## src/shared/rqa_map.vh

```
/*
 * Register offsets, field positions, read masks and reset values of the
 * request arbiter. Definitions only; included by the arbiter module.
 */
`ifndef RQA_MAP_VH
`define RQA_MAP_VH

// ****************************************
// Register offsets (word index)
// ****************************************
`define RQA_OFS_PRIO0 5'h00
`define RQA_OFS_PRIO1 5'h01
`define RQA_OFS_PRIO2 5'h02
`define RQA_OFS_PRIO3 5'h03
`define RQA_OFS_PRIO4 5'h04
`define RQA_OFS_VBASE 5'h05
`define RQA_OFS_FMA 5'h06
`define RQA_OFS_FLA 5'h07
`define RQA_OFS_FHA 5'h08
`define RQA_OFS_FMB 5'h09
`define RQA_OFS_FLB 5'h0a
`define RQA_OFS_FHB 5'h0b
`define RQA_OFS_PENDL 5'h0c
`define RQA_OFS_PENDM 5'h0d
`define RQA_OFS_PENDH 5'h0e
`define RQA_OFS_CTRL 5'h12

// ****************************************
// Writable bit masks, reserved bits read zero
// ****************************************
`define RQA_MASK_PRIO0 16'hc3ff
`define RQA_MASK_PRIO1 16'hfcff
`define RQA_MASK_PRIO2 16'hf3ff
`define RQA_MASK_PRIO3 16'hfff0
`define RQA_MASK_PRIO4 16'h00ff
`define RQA_MASK_VBASE 16'h3fff
`define RQA_MASK_FMATCH 16'h003f
`define RQA_MASK_FHIGH 16'h001f
`define RQA_RST_WORD 16'h0000

// ****************************************
// Pending and control register layout, source ranges and levels
// ****************************************
`define RQA_PENDL_FILL 16'h0001
`define RQA_PENDH_FILL 16'he000
`define RQA_CTRL_FILL 16'h001c
`define RQA_CTRL_DIS_BIT 5
`define RQA_FIX_SRC_LAST 1
`define RQA_FIELD_SRC_LAST 41
`define RQA_FIX_LEVEL 2'h3
`define RQA_FAST_LEVEL 2'h2
`define RQA_PENDL_TOP 16
`define RQA_PENDL_BOT 2
`define RQA_PENDM_TOP 32
`define RQA_PENDM_BOT 17
`define RQA_PENDH_TOP 45
`define RQA_PENDH_BOT 33

`endif

```

## src/hdl/rqa_arbiter.v

```verilog
/*
 * Request arbiter: priority registers, fast-request registers, pending view,
 * level arbitration, vector address and wake signalling.
 * Assumes request inputs and the register port are synchronous to REF_CLK
 * and that REF_CLK keeps running while the core sleeps.
 */
`timescale 1ns/1ps
`include "rqa_map.vh"

module rqa_arbiter #(
    parameter NSRC = 46,
    parameter VW = 6,
    parameter AW = 21
) (
    input wire REF_CLK,
    input wire RST,
    input wire [4:0] REG_ADDR,
    input wire [15:0] REG_WDATA,
    input wire REG_WR,
    input wire REG_RD,
    output reg [15:0] REG_RDATA,
    input wire [NSRC-1:0] IRQ_REQ,
    input wire LOW_POWER,
    output reg IRQ_VALID,
    output reg [1:0] IRQ_LEVEL,
    output reg [VW:0] IRQ_VECTOR,
    output reg [AW-1:0] IRQ_ADDR,
    output reg IRQ_FAST,
    output reg WAKE_REQ
);
    // ****************************************
    // Storage
    // ****************************************
    reg [15:0] prio_r [0:4];
    reg [15:0] vbase_r;
    reg [15:0] fmatch_a_r;
    reg [15:0] flow_a_r;
    reg [15:0] fhigh_a_r;
    reg [15:0] fmatch_b_r;
    reg [15:0] flow_b_r;
    reg [15:0] fhigh_b_r;
    reg dis_r;
    reg sleep_r;
    reg [NSRC-1:0] wake_en_r;
    reg [NSRC-1:0] req_r;

    wire [79:0] prio_all;
    wire [NSRC-1:0] src_en;
    wire [2*NSRC-1:0] src_lvl;
    wire [NSRC-1:0] act [0:3];
    wire [3:0] lvl_hit;
    wire [VW-1:0] lvl_idx [0:3];

    reg win_hit;
    reg [1:0] win_lvl;
    reg [VW-1:0] win_vec;
    reg [AW-1:0] addr_nxt;
    reg fast_nxt;
    reg [15:0] rd_nxt;
    integer k;
    integer j;

    assign prio_all = {prio_r[4], prio_r[3], prio_r[2], prio_r[1], prio_r[0]};

    // Writable-bit mask of one priority register
    function [15:0] prio_mask;
        input [2:0] n;
        begin
            if (n == 3'h0) begin
                prio_mask = `RQA_MASK_PRIO0;
            end else if (n == 3'h1) begin
                prio_mask = `RQA_MASK_PRIO1;
            end else if (n == 3'h2) begin
                prio_mask = `RQA_MASK_PRIO2;
            end else if (n == 3'h3) begin
                prio_mask = `RQA_MASK_PRIO3;
            end else begin
                prio_mask = `RQA_MASK_PRIO4;
            end
        end
    endfunction

    // Offset falls on one of the five priority registers
    function is_prio_ofs;
        input [4:0] a;
        begin
            is_prio_ofs = (a <= `RQA_OFS_PRIO4);
        end
    endfunction

    // Level-two winner whose vector equals a match register
    function fast_hit;
        input [1:0] lvl;
        input [VW-1:0] vec;
        input [15:0] match;
        begin
            fast_hit = (lvl == `RQA_FAST_LEVEL) && (vec == match[VW-1:0]);
        end
    endfunction

    // ****************************************
    // Per-source enable and level
    // ****************************************
    genvar g;
    generate
        for (g = 0; g < NSRC; g = g + 1) begin : g_src
            if (g <= `RQA_FIX_SRC_LAST) begin : g_fix
                // Fixed sources always enabled at the top level
                assign src_en[g] = 1'b1;
                assign src_lvl[2*g +: 2] = `RQA_FIX_LEVEL;
            end else if (g <= `RQA_FIELD_SRC_LAST) begin : g_fld
                // Field 00 disables, 01..11 give levels 0..2
                assign src_en[g] = |prio_all[2*(g-2) +: 2];
                assign src_lvl[2*g +: 2] = prio_all[2*(g-2) +: 2] - 2'h1;
            end else begin : g_none
                // No priority field: source stays disabled
                assign src_en[g] = 1'b0;
                assign src_lvl[2*g +: 2] = 2'h0;
            end
        end
    endgenerate

    generate
        for (g = 0; g < 4; g = g + 1) begin : g_lvl
            genvar s;
            for (s = 0; s < NSRC; s = s + 1) begin : g_act
                assign act[g][s] = req_r[s] & src_en[s] & (src_lvl[2*s +: 2] == g);
            end
            rqa_low_first #(
                .N(NSRC),
                .W(VW)
            ) u_enc (
                .act(act[g]),
                .hit(lvl_hit[g]),
                .idx(lvl_idx[g])
            );
        end
    endgenerate

    // ****************************************
    // Winner selection and vector address
    // ****************************************
    // highest level with a request wins
    always @* begin
        win_hit = 1'b0;
        win_lvl = 2'h0;
        win_vec = {VW{1'b0}};
        for (k = 0; k < 4; k = k + 1) begin
            if (lvl_hit[k]) begin
                win_hit = 1'b1;
                win_lvl = k[1:0];
                win_vec = lvl_idx[k];
            end
        end
    end

    // Fast match check, else base-relative address
    always @* begin
        fast_nxt = 1'b0;
        addr_nxt = {vbase_r[13:0], win_vec, 1'b0};
        if (fast_hit(win_lvl, win_vec, fmatch_a_r)) begin
            fast_nxt = 1'b1;
            addr_nxt = {fhigh_a_r[4:0], flow_a_r};
        end else if (fast_hit(win_lvl, win_vec, fmatch_b_r)) begin
            fast_nxt = 1'b1;
            addr_nxt = {fhigh_b_r[4:0], flow_b_r};
        end
    end

    // ****************************************
    // Pending and control read views
    // ****************************************
    // unused pending positions read one
    wire [15:0] pend_low_view;
    wire [15:0] pend_mid_view;
    wire [15:0] pend_high_view;
    wire [15:0] ctrl_view;

    assign pend_low_view = {req_r[`RQA_PENDL_TOP:`RQA_PENDL_BOT], 1'b0} | `RQA_PENDL_FILL;
    assign pend_mid_view = req_r[`RQA_PENDM_TOP:`RQA_PENDM_BOT];
    assign pend_high_view = {3'h0, req_r[`RQA_PENDH_TOP:`RQA_PENDH_BOT]} | `RQA_PENDH_FILL;
    // flag, level, vector, disable, fixed bits
    assign ctrl_view = {IRQ_VALID, IRQ_LEVEL, IRQ_VECTOR, dis_r, 5'h00} | `RQA_CTRL_FILL;

    // ****************************************
    // Read decode
    // ****************************************
    // offsets decoded within the module
    always @* begin
        rd_nxt = 16'h0000;
        if (is_prio_ofs(REG_ADDR)) begin
            // reserved bits already held at zero
            rd_nxt = prio_r[REG_ADDR[2:0]];
        end else if (REG_ADDR == `RQA_OFS_VBASE) begin
            rd_nxt = vbase_r;
        end else if (REG_ADDR == `RQA_OFS_FMA) begin
            rd_nxt = fmatch_a_r;
        end else if (REG_ADDR == `RQA_OFS_FLA) begin
            rd_nxt = flow_a_r;
        end else if (REG_ADDR == `RQA_OFS_FHA) begin
            rd_nxt = fhigh_a_r;
        end else if (REG_ADDR == `RQA_OFS_FMB) begin
            rd_nxt = fmatch_b_r;
        end else if (REG_ADDR == `RQA_OFS_FLB) begin
            rd_nxt = flow_b_r;
        end else if (REG_ADDR == `RQA_OFS_FHB) begin
            rd_nxt = fhigh_b_r;
        end else if (REG_ADDR == `RQA_OFS_PENDL) begin
            // sources 16..2, bit 0 reads one
            rd_nxt = pend_low_view;
        end else if (REG_ADDR == `RQA_OFS_PENDM) begin
            rd_nxt = pend_mid_view;
        end else if (REG_ADDR == `RQA_OFS_PENDH) begin
            rd_nxt = pend_high_view;
        end else if (REG_ADDR == `RQA_OFS_CTRL) begin
            // flag, level, vector, disable, fixed bits
            rd_nxt = ctrl_view;
        end
    end

    // ****************************************
    // Register writes
    // ****************************************
    // cleared registers leave only fixed sources 0 and 1 enabled
    always @(posedge REF_CLK) begin
        if (RST) begin
            for (j = 0; j < 5; j = j + 1) begin
                prio_r[j] <= `RQA_RST_WORD;
            end
            vbase_r <= `RQA_RST_WORD;
            fmatch_a_r <= `RQA_RST_WORD;
            flow_a_r <= `RQA_RST_WORD;
            fhigh_a_r <= `RQA_RST_WORD;
            fmatch_b_r <= `RQA_RST_WORD;
            flow_b_r <= `RQA_RST_WORD;
            fhigh_b_r <= `RQA_RST_WORD;
            dis_r <= 1'b0;
        end else if (REG_WR) begin
            if (is_prio_ofs(REG_ADDR)) begin
                prio_r[REG_ADDR[2:0]] <= REG_WDATA & prio_mask(REG_ADDR[2:0]);
            end else if (REG_ADDR == `RQA_OFS_VBASE) begin
                vbase_r <= REG_WDATA & `RQA_MASK_VBASE;
            end else if (REG_ADDR == `RQA_OFS_FMA) begin
                fmatch_a_r <= REG_WDATA & `RQA_MASK_FMATCH;
            end else if (REG_ADDR == `RQA_OFS_FLA) begin
                flow_a_r <= REG_WDATA;
            end else if (REG_ADDR == `RQA_OFS_FHA) begin
                fhigh_a_r <= REG_WDATA & `RQA_MASK_FHIGH;
            end else if (REG_ADDR == `RQA_OFS_FMB) begin
                fmatch_b_r <= REG_WDATA & `RQA_MASK_FMATCH;
            end else if (REG_ADDR == `RQA_OFS_FLB) begin
                flow_b_r <= REG_WDATA;
            end else if (REG_ADDR == `RQA_OFS_FHB) begin
                fhigh_b_r <= REG_WDATA & `RQA_MASK_FHIGH;
            end else if (REG_ADDR == `RQA_OFS_CTRL) begin
                dis_r <= REG_WDATA[`RQA_CTRL_DIS_BIT];
            end
        end
    end

    // ****************************************
    // Read port, request sampling, outputs
    // ****************************************
    // Read data held until next read
    always @(posedge REF_CLK) begin
        if (RST) begin
            REG_RDATA <= 16'h0000;
        end else if (REG_RD) begin
            REG_RDATA <= rd_nxt;
        end
    end

    // Sample requests, present winner to core
    always @(posedge REF_CLK) begin
        if (RST) begin
            req_r <= {NSRC{1'b0}};
            IRQ_VALID <= 1'b0;
            IRQ_LEVEL <= 2'h0;
            IRQ_VECTOR <= {(VW+1){1'b0}};
            IRQ_ADDR <= {AW{1'b0}};
            IRQ_FAST <= 1'b0;
        end else begin
            req_r <= IRQ_REQ;
            // Global disable holds off presentation only
            IRQ_VALID <= win_hit & ~dis_r;
            IRQ_LEVEL <= win_lvl;
            IRQ_VECTOR <= {1'b0, win_vec};
            IRQ_ADDR <= addr_nxt;
            IRQ_FAST <= fast_nxt;
        end
    end

    // ****************************************
    // Sleep wake-up
    // ****************************************
    // Sleep entry is the first cycle LOW_POWER is seen high
    wire sleep_entry;
    assign sleep_entry = LOW_POWER & ~sleep_r;

    // Any pending request enabled at sleep entry
    wire wake_hit;
    assign wake_hit = |(req_r & wake_en_r);

    // Enables frozen on entry to sleep
    always @(posedge REF_CLK) begin
        if (RST) begin
            sleep_r <= 1'b0;
            wake_en_r <= {NSRC{1'b0}};
            WAKE_REQ <= 1'b0;
        end else begin
            sleep_r <= LOW_POWER;
            if (sleep_entry) begin
                wake_en_r <= src_en;
            end
            WAKE_REQ <= LOW_POWER & sleep_r & wake_hit;
        end
    end
endmodule

```

## src/hdl/rqa_low_first.v

```verilog
/*
 * Lowest-index-first encoder for one priority level.
 * Assumes a purely combinational use inside the arbiter.
 */
`timescale 1ns/1ps
module rqa_low_first #(
    parameter N = 46,
    parameter W = 6
) (
    input wire [N-1:0] act,
    output reg hit,
    output reg [W-1:0] idx
);
    integer i;

    // ****************************************
    // Scan from the top so the lowest active index ends winning
    // ****************************************
    always @* begin
        hit = 1'b0;
        idx = {W{1'b0}};
        for (i = N - 1; i >= 0; i = i - 1) begin
            if (act[i]) begin
                hit = 1'b1;
                idx = i[W-1:0];
            end
        end
    end
endmodule

```

## config.mk

```make
export PLATFORM = sky130hd
export DESIGN_NAME = rqa_arbiter
export DESIGN_NICKNAME = d
export VERILOG_FILES = /design/src/hdl/rqa_arbiter.v /design/src/hdl/rqa_low_first.v
export VERILOG_INCLUDE_DIRS = /design/src /design/src/shared
export SDC_FILE = /design/constraint.sdc
export NUM_CORES = 1
export LEC_CHECK = 0
export BUFFER_PORTS_ARGS = -buffer_cell sky130_fd_sc_hd__buf_2
export CAP_MARGIN = 30
export CORE_MARGIN = 8
export CORE_UTILIZATION = 25
export CTS_CLUSTER_DIAMETER = 150
export CTS_CLUSTER_SIZE = 25
export DETAILED_ROUTE_END_ITERATION = 16
export MAX_ROUTING_LAYER = met4
export PLACE_DENSITY = 0.46
export SETUP_SLACK_MARGIN = 0.5
export SLEW_MARGIN = 20
export SYNTH_ARGS = -nofsm -noshare
export SYNTH_HDL_FRONTEND = slang
export SYNTH_HIERARCHICAL = 1
export SYNTH_SLANG_ARGS = --single-unit
```

## constraint.sdc

```tcl
create_clock -name REF_CLK -period 11.59 [get_ports REF_CLK]
set_clock_uncertainty 0.1 [all_clocks]
set_input_delay 2.318 -clock REF_CLK [delete_from_list [all_inputs] [get_ports REF_CLK]]
set_output_delay 2.318 -clock REF_CLK [all_outputs]
set_load 0.02 [all_outputs]
```

==> Yosys cells after proc, flatten, opt, wreduce, memory -nomap -nowiden <==
Memories as Yosys holds them, arrays and structs flattened.
Index checks and enable logic that the tools add are counted.
Widths: inputs -> output; s select.
{ "op_classes": {"n_lt_le_gt_ge": 1, "n_addsub": 40, "div_mod_pow": 0, "eq_ne": 137, "shift": 0, "bitwise_logic": 216, "n_reduce_logical": 93, "mul": 0, "mux": 367} }
{ "op_table": {"columns": ["cell", "count"], "rows": [
  ["$mux 6", 166],
  ["$mux 16", 20],
  ["$and 1x1->1", 204],
  ["$mux 1", 176],
  ["$eq 2x2->1 const B", 81],
  ["$eq 2x1->1 const B", 40],
  ["$logic_not 2->1", 40],
  ["$reduce_or 2->1", 40],
  ["$sub 2x1->2 const B", 40],
  ["$and 46x42->46", 1],
  ["$reduce_or 46->1", 1],
  ["$mux 21", 2],
  ["$eq 5x4->1 const B", 7],
  ["$and 16x16->16", 1],
  ["$reduce_or 16->1", 1],
  ["$eq 5x3->1 const B", 3],
  ["$eq 6x6->1", 2],
  ["$not 1->1", 10],
  ["$reduce_and 10->1", 1],
  ["$reduce_and 9->1", 1],
  ["$reduce_and 8->1", 1],
  ["$reduce_and 7->1", 1],
  ["$eq 3x2->1 const B", 2],
  ["$reduce_and 6->1", 1],
  ["other kinds (10)", 12]
]} }
{ "totals": {"memories": 1, "input_bits": 72, "mem_bits_ro": 0, "ff_bits": 207, "latch_bits": 0, "ram_bits": 80} }
{ "mem_list": {"columns": ["name", "depth", "word_bits", "rd", "rd_ports_with_merged_regs", "write_ports", "line", "source"], "rows": [
  ["prio_r", 5, 16, 6, 0, 5, "rqa_arbiter.v:34", "reg [15:0] prio_r [0:4];"]
]} }

==> Depth between registers and ports, before layout <==
Gate-level depths: netlist (run 1).
An unclocked memory read counts as a cell.
{ "depth": {"word_depth": 52, "mapped_depth": 17, "depth_no_buf": 14} }

==> Modules after synthesis <==
The synthesis (run 1) kept the hierarchy.
{ "modules_own_cells": {"columns": ["module", "instances", "cells_per_inst", "area_each_um2", "seq_area_each_um2"], "rows": [
  ["rqa_arbiter", 1, 1580, 14695.3, 7857.5],
  ["rqa_low_first", 4, 105, 578.1, 0.0]
]} }

==> Worst setup path after synthesis (run 1) <==
No wires, ideal clock.
{ "synth_path": {"path_type": "in2reg", "startpoint": "input REG_ADDR[0]", "endpoint": "memory prio_r[4][0], enable pin", "path_stages": 7, "required_ps": 11123, "setup_slack_ps": 7222, "arrival_ps": 3901, "cell_sequence": "buf_1 -> nor2_1 -> nor2b_1 -> nand2b_1 -> nor2_1 -> clkbuf_1 -> a21o_1"} }
{ "synth_rtl": {"columns": ["element", "line", "source"], "rows": [
  ["start, declared", "rqa_arbiter.v:17", "input wire [4:0] REG_ADDR,"],
  ["end, declared", "rqa_arbiter.v:34", null]
]} }

==> results of run 1 <==
placed cells by master, fill, tap and decap left out, types with 5 or more instances in the layout:
master | netlist | routed
sky130_fd_sc_hd__a222oi_1 | 8 | 8
sky130_fd_sc_hd__o21a_1 | 5 | 5
sky130_fd_sc_hd__o22ai_1 | 26 | 26
sky130_fd_sc_hd__a21boi_0 | 10 | 10
sky130_fd_sc_hd__o21ai_0 | 77 | 77
sky130_fd_sc_hd__mux2_2 | 28 | 28
sky130_fd_sc_hd__buf_2 | 3 | 120
sky130_fd_sc_hd__and3b_1 | 13 | 13
sky130_fd_sc_hd__a22oi_1 | 31 | 31
sky130_fd_sc_hd__inv_1 | 56 | 56
sky130_fd_sc_hd__nand3_1 | 25 | 25
sky130_fd_sc_hd__nand4_1 | 14 | 14
sky130_fd_sc_hd__nand2b_1 | 21 | 21
sky130_fd_sc_hd__or3_1 | 10 | 10
sky130_fd_sc_hd__nor2_1 | 258 | 258
sky130_fd_sc_hd__clkbuf_16 | 0 | 18
sky130_fd_sc_hd__o311a_1 | 5 | 5
sky130_fd_sc_hd__nand3b_1 | 19 | 19
sky130_fd_sc_hd__o31ai_1 | 17 | 17
sky130_fd_sc_hd__nand2_1 | 261 | 261
sky130_fd_sc_hd__xor2_1 | 6 | 6
sky130_fd_sc_hd__o21bai_1 | 5 | 5
sky130_fd_sc_hd__a22o_1 | 9 | 9
sky130_fd_sc_hd__nor3_1 | 138 | 138
sky130_fd_sc_hd__edfxtp_1 | 125 | 125
sky130_fd_sc_hd__a31oi_1 | 9 | 9
sky130_fd_sc_hd__o211ai_1 | 5 | 5
sky130_fd_sc_hd__mux2i_1 | 45 | 45
sky130_fd_sc_hd__a221oi_1 | 11 | 11
sky130_fd_sc_hd__a211oi_1 | 26 | 26
sky130_fd_sc_hd__nor4_1 | 60 | 59
sky130_fd_sc_hd__buf_4 | 2 | 18
sky130_fd_sc_hd__dfxtp_1 | 205 | 205
sky130_fd_sc_hd__clkbuf_1 | 83 | 8
sky130_fd_sc_hd__and3_1 | 77 | 77
sky130_fd_sc_hd__a21oi_1 | 143 | 143
sky130_fd_sc_hd__nor2b_1 | 71 | 69
sky130_fd_sc_hd__and2_1 | 11 | 11
sky130_fd_sc_hd__conb_1 | 1 | 279
power by group:
| part | internal [W] | switching [W] |
|---|---|---|
| sequential | 0.00126 | 0.000104 |
| clock | 0.000295 | 0.000413 |
| combinational | 0.000114 | 0.000222 |
| total | 0.00167 | 0.000740 |
cell families (layout without fill, tap and decap cells):
logic type             Yosys count  in the layout  synth area share [%]
multiplexers                    74             74                  4.63
AO/OA/AOI/OAI                  418            418                  15.7
other                            1            280                0.0220
buffers and inverters          159            224                  3.71
XOR/XNOR                        10             10                 0.515
flip-flops                     330            330                  46.2
AND/OR/NAND/NOR               1008           1008                  29.3
cell type report:
| class | count | area share [%] |
|---|---|---|
| Clock inverter | 2 | 0.125 |
| Timing Repair Buffer | 139 | 3.73 |
| Inverter | 57 | 1.07 |
| Antenna cell | 1 | 0.0125 |
| Sequential cell | 330 | 39.3 |
| Tap cell | 873 | 5.46 |
| Clock buffer | 26 | 2.40 |
| Multi-Input combinational cell | 1789 | 47.9 |
metrics by stage:
step | power, W | worst slack, ps | util [%]
finish | 0.00241 | 6390 | 29.7
global route | 0.00250 | 6180 | 29.7
CTS | 0.00242 | 6500 | 29.7
detailed placement | 0.00172 | 5930 | 29.0
global placement | 0.00172 | 6080 | 29.0
floorplan | 0.00154 | 7220 | -
metal layers:
metal / routed length [µm] / global-route usage [%] / vias up
met1: 36800 / 27.8 / 8082
met3: 4910 / 2.36 / 133
met4: 3050 / 6.99 / 0
met5: 0 / - / -
met2: 36200 / 32.4 / 653
li1: - / - / 7617
worst max-delay path, delay by kind of cell:
kind / cells / cell delay [ps]
simple gates: 6 / 2450
buf+inv: 2 / 460
worst max path at each step:
stage | slack, ps | endpoint | start
final | 6390 | prio_r[3][13] | REG_ADDR[0]
after global routing | 6180 | prio_r[3][10] | REG_ADDR[0]
after CTS | 6500 | prio_r[3][10] | REG_ADDR[0]
after detailed placement | 5930 | prio_r[3][3] | REG_ADDR[0]
after global placement | 6080 | flow_b_r[9] | REG_ADDR[1]
after floorplan | 7220 | prio_r[4][0] | REG_ADDR[0]
state kept, by name, summed over array words and instances (netlist names), 2 cells and up:
register and count:
IRQ_ADDR 21, IRQ_LEVEL 2, IRQ_VECTOR 6, REG_RDATA 16
fhigh_a_r 5, fhigh_b_r 5, flow_a_r 16, flow_b_r 16
fmatch_a_r 6, fmatch_b_r 6, prio_r 125, req_r 46
vbase_r 14, wake_en_r 41
==> implementation parameters, run 1 <==
Parameter                              Value

Status
  Run status ... completed

Drt
  Detailed-route via count ... 16500
  Number of vias per cell after detailed routing ... 5.12
  Antenna Violating Nets Remaining ... 0
  Routed wire per std cell ... 25.1 µm
  Remaining routing DRC violations ... 0
  Routed wire length ... 80.9 mm
  Number of violations reported at the end of detailed-routing iteration 0 ... 1722
  Number of iterations in the first detailed-routing pass ... 8

Floorplanning
  Die W ... 277 µm
  Boundary pin count ... 121
  Number of placement rows ... 95
  Starting utilization of the core area ... 25.3%
  Core region area ... 0.0673 mm²
  Area enclosed by the die boundary ... 0.0766 mm²
  Vertical extent of the die ... 277 µm

Worst setup path
  Worst reg-to-reg setup slack ... 6630 ps
  Worst reg2reg path depth ... 14
  Endpoint of the worst register-to-register path ... IRQ_ADDR[10]
  Worst Path Max Fanout ... 77
  Standard cell with the maximum stage delay on the critical path ... sky130_fd_sc_hd__nor2_1
  WS Path Type ... input pin to flip-flop
  Endpoint class of the critical path ... flip-flop
  Worst path required time ... 11670 ps
  Critical path launch point type ... input pin
  Chain of cells forming the critical path ... buf_2, buf_4, nor2_1, nor2b_1, nand2b_1, nor2_1, nand2_1, nand2_1
  Startpoint of the lowest-slack register-to-register path ... prio_r[2][5]
  Largest stage delay on the critical path ... 580 ps
  Arr. time, crit path ... 5270 ps

Worst hold path
  Worst-case hold path end point ... wake_en_r[1]
  Path class of the lowest-slack min-delay path ... flip-flop to flip-flop
  Hold depth ... 2
  Hold path startpoint ... wake_en_r[1]

Place
  Area of placed instances ... 0.0195 mm²
  Count of port buffers added during placement ... 119
  Weighted congestion at the end of routability-driven global placement ... 0.977
  Sum of net half-perimeters after detailed placement ... 62.5 mm
  Number of cells after detailed placement ... 3188

Logic synthesis
  Total number of yosys warnings ... 6
  Post-synthesis instance area ... 0.0170 mm²
  Cell types occupying the most area after synthesis ... sky130_fd_sc_hd__dfxtp_1 (24%), sky130_fd_sc_hd__edfxtp_1 (22%), sky130_fd_sc_hd__nand2_1 (5.8%)
  Post-synth EDFFs ... 125
  Dominant cell by count in the synthesized netlist ... sky130_fd_sc_hd__nand2_1
  Mean Syn Cell Area ... 8.50 µm²
  Synthesized netlist cell count ... 2000
  Portion of the post-synthesis area used by sequential elements ... 46.2%
  Commonest cells in the synthesized netlist ... sky130_fd_sc_hd__nand2_1 (261), sky130_fd_sc_hd__nor2_1 (258), sky130_fd_sc_hd__dfxtp_1 (205)
  Fraction of synthesized cell area taken by the top area cell type ... 24.1%
  Leading area contributor after synthesis ... sky130_fd_sc_hd__dfxtp_1
  Async S/R FF share, synth ... 0%
  Primary flip-flop cell chosen by synthesis mapping ... sky130_fd_sc_hd__dfxtp_1
  Count of distinct cell types in the synthesized netlist ... 73
  Flop and latch count out of synthesis ... 330

Finish
  Register area ... 0.00786 mm²
  Area of all placed cells without fillers ... 0.0200 mm²
  Fillers ... 7273
  Proportion of layout cells with a drive suffix above 1 ... 9.18%
  Number of cells in the finished layout apart from fillers ... 3217
  Area occupied by multi-input gates ... 0.00959 mm²
  Area Overhead vs Synth ... 17.6%
  Post-layout nets ... 2406

Clock network
  TritonCTS clock tree ... done
  Number of levels in the clock H-tree ... 1
  Clock network latency to the later pin of the worst-skew pair ... 580 ps
  Clock-pin slew on the worst setup and hold paths ... 100 ps
  Hold_buf cts ... 0
  # Post-CTS Setup Buffers ... 0
  Buffer type at the clock tree root ... sky130_fd_sc_hd__clkbuf_16
  Number of cells upsized or downsized after cts ... 0
  Buffer levels on the longest clock path ... 3
  TritonCTS Buffers ... 17
  # clock sinks ... 330

STA
  Worst Tran Pin Value ... 991 ps
  Post-route clock period utilization ... 44.8%
  Final setup violation count ... 0
  Final min period ... 5200 ps
  F_max ... 192 MHz
  Number of endpoints with negative hold slack in the final report ... 0
  Setup repair after global routing missed its margin ... no
  Max transition margin ... 33.3%
  Worst hold slack ... 380 ps
  Total negative setup slack ... 0 ps
  Slew Limit Fails ... 0

Global route
  Pin count of the biggest net entering global routing ... 82
  Via count of the first global-routing pass ... 15700
  Aggregate global routing overflow ... 0
  Antenna violations before repair ... 4
  First-pass GRT wire length ... 114 mm
  Total routing usage reported by global routing ... 20.7%

Pwr
  Static Leakage ... 7.90 nW
  Worst IR drop on VDD ... 0.0768 mV
  Pwr/cell area ... 121 mW/mm²

Flow run
  Number of maximum-capacitance constraint violations ... 0
No activity file was read; power rests on OpenSTA's default activity.
==> run 2, diff against run 1 <==
clock period = 4.95 ns   (was 11.59 ns; I/O delays follow)
==> implementation parameters, run 2 (synthesis results as in run 1) <==
Parameter                              Value

Finish
  Leading cell type in the layout, fill and taps excluded ... sky130_fd_sc_hd__conb_1
  Area of all placed cells without fillers ... 0.0204 mm² (+1.9%)
  Flip-flop count of the largest register after layout ... 125 (unchanged)
  Area Overhead vs Synth ... 19.9%
  Commonest cells after routing, fill and taps aside ... sky130_fd_sc_hd__conb_1 (279), sky130_fd_sc_hd__nand2_1 (259), sky130_fd_sc_hd__nor2_1 (254), sky130_fd_sc_hd__dfxtp_1 (204), sky130_fd_sc_hd__a21oi_1 (143)
  Final standard cell utilization of the core ... 30.3% (+0.57 points)
  Proportion of layout cells with a drive suffix above 1 ... 11.2% (+2.0 points)
  Register ranked first by flip-flop count ... prio_r
  Fillers ... 7199 (-1.0%)
  Largest regs ... prio_r (125), req_r (46), wake_en_r (41)
  Post-layout nets ... 2437 (+1.3%)

Clock network
  Clock-pin slew on the worst setup and hold paths ... 110 ps (about the same)
  Buffer type at the clock tree root ... sky130_fd_sc_hd__clkbuf_16
  Buffer levels on the longest clock path ... 3 (unchanged)
  Number of levels in the clock H-tree ... 1 (unchanged)
  TritonCTS Buffers ... 17 (unchanged)
  # clock sinks ... 330 (unchanged)
  TritonCTS clock tree ... done
  Hold_buf cts ... 0 (unchanged)
  Clock network latency to the later pin of the worst-skew pair ... 560 ps (-20 ps)

Floorplanning
  Starting utilization of the core area ... 25.3% (unchanged)
  Vertical extent of the die ... 277 µm (unchanged)
  Core region area ... 0.0673 mm² (unchanged)
  Number of placement rows ... 95 (unchanged)
  Die W ... 277 µm (unchanged)
  Boundary pin count ... 121 (unchanged)
  Area enclosed by the die boundary ... 0.0766 mm² (unchanged)

STA
  Max transition margin ... 32.5% (-0.79 points)
  Setup repair after global routing missed its margin ... no
  Total negative setup slack ... 0 ps (unchanged)
  Post-route clock period utilization ... 86.7%
  Final min period ... 4290 ps
  Final setup violation count ... 0 (unchanged)
  Number of endpoints with negative hold slack in the final report ... 0 (unchanged)
  Slew Limit Fails ... 0 (unchanged)
  Worst hold slack ... 368 ps (-12.7 ps)
  F_max ... 233 MHz
  Worst Tran Pin Value ... 1000 ps (+11.7 ps)

Global route
  Aggregate global routing overflow ... 0 (unchanged)
  Pin count of the biggest net entering global routing ... 63 (-23%)
  Antenna violations before repair ... 9 (+5)
  Total routing usage reported by global routing ... 21.7% (+1.0 points)
  First-pass GRT wire length ... 119 mm (+4.3%)
  Via count of the first global-routing pass ... 15900 (+1.2%)

Drt
  Number of iterations in the first detailed-routing pass ... 6 (-2)
  Number of violations reported at the end of detailed-routing iteration 0 ... 1746 (+1.4%)
  Antenna Violating Nets Remaining ... 0 (unchanged)
  Remaining routing DRC violations ... 0 (unchanged)
  Number of vias per cell after detailed routing ... 5.15 (+0.55%)
  Routed wire length ... 84.5 mm (+4.4%)
  Detailed-route via count ... 16800 (+1.6%)
  Routed wire per std cell ... 26.0 µm (+3.3%)

Pwr
  Switching Share ... 31.0% (+0.34 points)
  Pwr/cell area ... 278 mW/mm² (+130%)
  Relative contribution of combinational cells to total power ... 15.4% (+1.5 points)
  Static Leakage ... 8.09 nW (+2.4%)
  Design internal power ... 0.00391 W (+130%)
  Post-layout power ... 0.00566 W (+130%)
  Register share of total power ... 55.8% (-0.9 points)
  Worst IR drop on VDD ... 0.179 mV (+130%)
  Clock group share of total power ... 28.8% (-0.6 points)
  Switching power ... 0.00176 W (+140%)

Worst setup path
  Worst reg2reg path depth ... 15 (+1)
  Worst path required time ... 5270 ps (-6400 ps)
  Worst Path Max Fanout ... 41 (-47%)
  Largest stage delay on the critical path ... 620 ps (+40 ps)
  Endpoint class of the critical path ... flip-flop
  Critical path launch point type ... flip-flop
  CP Buf/Inv Count ... 1 (-1)
  CP delay by family, top ... compound AO/OA/AOI/OAI gates
  Worst reg-to-reg setup slack ... 660 ps (-5970 ps)
  Arr. time, crit path ... 4610 ps (-660 ps)
  WS Path Type ... flip-flop to flip-flop
  Startpoint of the lowest-slack register-to-register path ... req_r[38]
  Endpoint of the worst register-to-register path ... IRQ_ADDR[5]
  Chain of cells forming the critical path ... nand2_1, nor2_1, nor2_1, o31ai_1, a211oi_1, o311a_1, o31ai_1, nand3b_1, a211oi_2, xnor2_1, nand3_1, or4_1, buf_4, o21ai_0, a21oi_1
  Standard cell with the maximum stage delay on the critical path ... sky130_fd_sc_hd__dfxtp_1

Place
  Count of port buffers added during placement ... 119 (unchanged)
  Sum of net half-perimeters after detailed placement ... 66.8 mm (+6.9%)
  Weighted congestion at the end of routability-driven global placement ... 0.992 (+1.5%)
  Area of placed instances ... 0.0198 mm² (+1.3%)

Worst hold path
  Worst-case hold path end point ... IRQ_VALID
  Path class of the lowest-slack min-delay path ... flip-flop to flip-flop
  Hold depth ... 1 (-1)
  Hold path startpoint ... dis_r

Flow run
  Number of maximum-capacitance constraint violations ... 0 (unchanged)

Status
  Run status ... completed
==> run 2: changes by cell type in the layout (fill, tap and decap cells not counted), sizes merged <==
cell,previous run,this run
inv,58,59
clkinv,1,2
clkbuf,26,24
diode,1,4
buf,139,170
==> run 2: timing repair <==
action	in CTS	in global routing
setup endpoints to repair	21	22
setup buffers	0	2
gates resized for setup	3	24
==> run 2: worst max path at each step <==
| stage | slack, ps | to | depth (start not counted) | startpoint |
|---|---|---|---|---|
| 2_1_floorplan | 1270 | IRQ_ADDR[10] | 15 | prio_r[1][15] |
| 3_3_place_gp | 420 | IRQ_ADDR[14] | 13 | prio_r[0][2] |
| 4_1_cts | 480 | IRQ_ADDR[5] | 14 | prio_r[1][6] |
| 6_report | 660 | IRQ_ADDR[5] | 15 | req_r[38] |
| 3_5_place_dp | 400 | IRQ_ADDR[5] | 13 | prio_r[0][0] |
| 5_1_grt | 500 | IRQ_ADDR[5] | 15 | req_r[38] |
==> run 2: per-stage QoR <==
step / setup slack [ps] / instances
6_report: 657 / 3251
5_1_grt: 498 / 3250
4_1_cts: 483 / 3245
3_5_place_dp: 401 / 3217
3_3_place_gp: 421 / 3216
2_1_floorplan: 1270 / 2278
==> run 2: power groups by stage <==
| stage | Sequential [W] | Clock (W) | Combinational [W] |
|---|---|---|---|
| after global placement | 0.00321 | 0 | 0.000848 |
| after global routing | 0.00316 | 0.00176 | 0.000943 |
| final | 0.00316 | 0.00163 | 0.000873 |
| after detailed placement | 0.00321 | 0 | 0.000847 |
| after CTS | 0.00315 | 0.00167 | 0.000852 |
| after floorplan | 0.00311 | 0 | 0.000494 |
==> run 2: per-layer routing <==
metal,vias up,routed length (µm),global-route usage (%)
met5,-,0,-
met4,0,3070,6.99
met3,120,6010,2.64
met2,717,37700,33.6
met1,8241,37700,29.4
li1,7673,-,-
==> run 2: final cells by class <==
| cell class | count | area (µm²) | share of cell area, % |
|---|---|---|---|
| well taps | 873 | 1090 | 5.36 |
| multi-input cells | 1789 | 9700 | 47.6 |
| clock inverters | 4 | 33.8 | 0.166 |
| inverters | 57 | 214 | 1.05 |
| repair buffers | 170 | 1030 | 5.05 |
| flip-flops and latches | 330 | 7860 | 38.5 |
| clock buffers | 24 | 452 | 2.22 |
| diodes | 4 | 10.0 | 0.0491 |
==> run 3, diff against run 2 <==
CTS_BUF_LIST = sky130_fd_sc_hd__clkbuf_4 sky130_fd_sc_hd__clkbuf_8   (was not set)
SLEW_MARGIN = not set   (was 20)
==> implementation parameters, run 3 (synthesis results as in run 1) <==
Parameter                              Value

Place
  Weighted congestion at the end of routability-driven global placement ... 0.992 (unchanged)
  Worst slack at placement ... 346 ps (-55.0 ps)
  Count of port buffers added during placement ... 119 (unchanged)
  Number of cells after detailed placement ... 3217 (unchanged)
  Sum of net half-perimeters after detailed placement ... 66.7 mm (-0.14%)
  Area of placed instances ... 0.0198 mm² (unchanged)

Finish
  Proportion of layout cells with a drive suffix above 1 ... 11.7% (+0.45 points)
  Flip-flop count of the largest register after layout ... 125 (unchanged)
  Area of all placed cells without fillers ... 0.0203 mm² (-0.53%)
  Area Overhead vs Synth ... 19.3%
  Largest regs ... prio_r (125), req_r (46), wake_en_r (41)
  Leading cell type in the layout, fill and taps excluded ... sky130_fd_sc_hd__conb_1
  Final standard cell utilization of the core ... 30.1% (-0.16 points)
  Number of cells in the finished layout apart from fillers ... 3254 (+0.092%)
  Post-layout nets ... 2440 (+0.12%)
  Register ranked first by flip-flop count ... prio_r
  Commonest cells after routing, fill and taps aside ... sky130_fd_sc_hd__conb_1 (279), sky130_fd_sc_hd__nand2_1 (259), sky130_fd_sc_hd__nor2_1 (255), sky130_fd_sc_hd__dfxtp_1 (202), sky130_fd_sc_hd__a21oi_1 (143)

Floorplanning
  Boundary pin count ... 121 (unchanged)
  Core region area ... 0.0673 mm² (unchanged)
  Area enclosed by the die boundary ... 0.0766 mm² (unchanged)
  Starting utilization of the core area ... 25.3% (unchanged)
  Die W ... 277 µm (unchanged)
  Number of placement rows ... 95 (unchanged)
  Vertical extent of the die ... 277 µm (unchanged)

Pwr
  Pwr/cell area ... 267 mW/mm² (-3.9%)
  Worst IR drop on VDD ... 0.206 mV (+16%)
  Static Leakage ... 8.06 nW (-0.34%)

Drt
  Remaining routing DRC violations ... 0 (unchanged)
  Number of vias per cell after detailed routing ... 5.12 (-0.67%)
  Routed wire length ... 84.4 mm (about the same)
  Number of iterations in the first detailed-routing pass ... 8 (+2)
  Detailed-route via count ... 16700 (-0.58%)
  Routed wire per std cell ... 26.0 µm (about the same)
  Number of violations reported at the end of detailed-routing iteration 0 ... 1819 (+4.2%)
  Antenna Violating Nets Remaining ... 0 (unchanged)

STA
  Worst Tran Pin Value ... 969 ps (-34.4 ps)
  Slew Limit Fails ... 0 (unchanged)
  Final setup violation count ... 0 (unchanged)
  Max transition margin ... 34.8% (+2.3 points)
  Total negative setup slack ... 0 ps (unchanged)
  Final min period ... 4310 ps (+12.8 ps)
  Setup repair after global routing missed its margin ... no
  Worst Slack Setup Final ... 644 ps (-12.8 ps)
  F_max ... 232 MHz (-0.30%)
  Number of endpoints with negative hold slack in the final report ... 0 (unchanged)
  Post-route clock period utilization ... 87.0% (+0.26 points)

Global route
  Aggregate global routing overflow ... 0 (unchanged)
  Via count of the first global-routing pass ... 15800 (-0.67%)
  Antenna violations before repair ... 12 (+3)
  First-pass GRT wire length ... 118 mm (-0.67%)
  Pin count of the biggest net entering global routing ... 70 (+11%)
  Total routing usage reported by global routing ... 21.6% (-0.11 points)

Clock network
  TritonCTS Buffers ... 17 (unchanged)
  # clock sinks ... 330 (unchanged)
  TritonCTS clock tree ... done
  Buffer type at the clock tree root ... sky130_fd_sc_hd__clkbuf_8
  Hold_buf cts ... 0 (unchanged)
  Clock-pin slew on the worst setup and hold paths ... 180 ps (+70 ps)
  Buffer levels on the longest clock path ... 3 (unchanged)
  Number of levels in the clock H-tree ... 1 (unchanged)
  Clock network latency to the later pin of the worst-skew pair ... 640 ps (+80 ps)

Worst setup path
  Arr. time, crit path ... 4690 ps (+80 ps)
  Endpoint class of the critical path ... flip-flop
  WS Path Type ... flip-flop to flip-flop
  Critical path launch point type ... flip-flop
  Worst path required time ... 5330 ps (+60 ps)
  Worst Path Max Fanout ... 41 (unchanged)

Worst hold path
  Path class of the lowest-slack min-delay path ... flip-flop to flip-flop

Status
  Run status ... completed

Flow run
  Number of maximum-capacitance constraint violations ... 0 (unchanged)
run 3: cell count changes in the layout (fill, tap and decap cells not counted), sizes merged:
cell      delta
buf          +3
bufinv       +1
clkinv       +1
clkinvlp     +1
inv          -3
run 3: path summary, 6_finish.rpt:
| kind | slack [ps] | to | start | cells after the start |
|---|---|---|---|---|
| max | 640 | IRQ_ADDR[5] | req_r[27] | 14 |
| min | 380 | IRQ_VALID | dis_r | 1 |
| max reg2reg | 640 | IRQ_ADDR[5] | req_r[27] | 14 |
| min reg2reg | 380 | IRQ_VALID | dis_r | 1 |
run 3: worst max-delay path: stages (launching register included):
cell and delay [ps]:
sky130_fd_sc_hd__dfxtp_1 630, sky130_fd_sc_hd__and3b_1 420, sky130_fd_sc_hd__nand2b_1 160, sky130_fd_sc_hd__a21oi_1 80, sky130_fd_sc_hd__nor4_1 360, sky130_fd_sc_hd__a211oi_1 120, sky130_fd_sc_hd__o21ai_0 410, sky130_fd_sc_hd__nand2_1 100
sky130_fd_sc_hd__o211a_1 250, sky130_fd_sc_hd__nor2_1 280, sky130_fd_sc_hd__xor2_1 120, sky130_fd_sc_hd__or4_1 520, sky130_fd_sc_hd__buf_4 270, sky130_fd_sc_hd__o21ai_0 260, sky130_fd_sc_hd__a21oi_1 70
run 3: stage by stage:
stage	total power, W	hold WS, ps
after detailed placement	0.00405	343
after CTS	0.00542	371
after floorplan	0.00360	324
final	0.00542	382
after global placement	0.00406	346
after global routing	0.00561	380
run 3: power breakdown:
group / internal [W] / switching, W / total [W]
registers: 0.00296 / 0.000198 / 0.00316
logic: 0.000294 / 0.000583 / 0.000876
clock network: 0.000438 / 0.000944 / 0.00138
run 3: metal layers:
| metal | part of all wire [%] | global-route usage (%) | routed length (µm) | vias to the layer above |
|---|---|---|---|---|
| met5 | 0 | - | 0 | - |
| met4 | 3.4 | 6.13 | 2900 | 0 |
| met3 | 8.0 | 3.48 | 6740 | 122 |
| met2 | 45 | 33.6 | 37700 | 788 |
| met1 | 44 | 28.9 | 37100 | 8076 |
| li1 | - | - | - | 7668 |
run 3: layout make-up:
class	count	area [µm²]
well taps	873	1090
diodes	4	10.0
repair buffers	173	1050
flip-flops and latches	330	7860
multi-input cells	1789	9710
clock buffers	24	287
fillers	7232	47000
clock inverters	4	58.8
inverters	57	214
run 3: timing repair:
item | CTS | global route
buffers inserted | 2 | 3
resized for setup | 6 | 24
pin swaps | 0 | 2
setup endpoints to repair | 21 | 22
hold endpoints to repair | 0 | 0
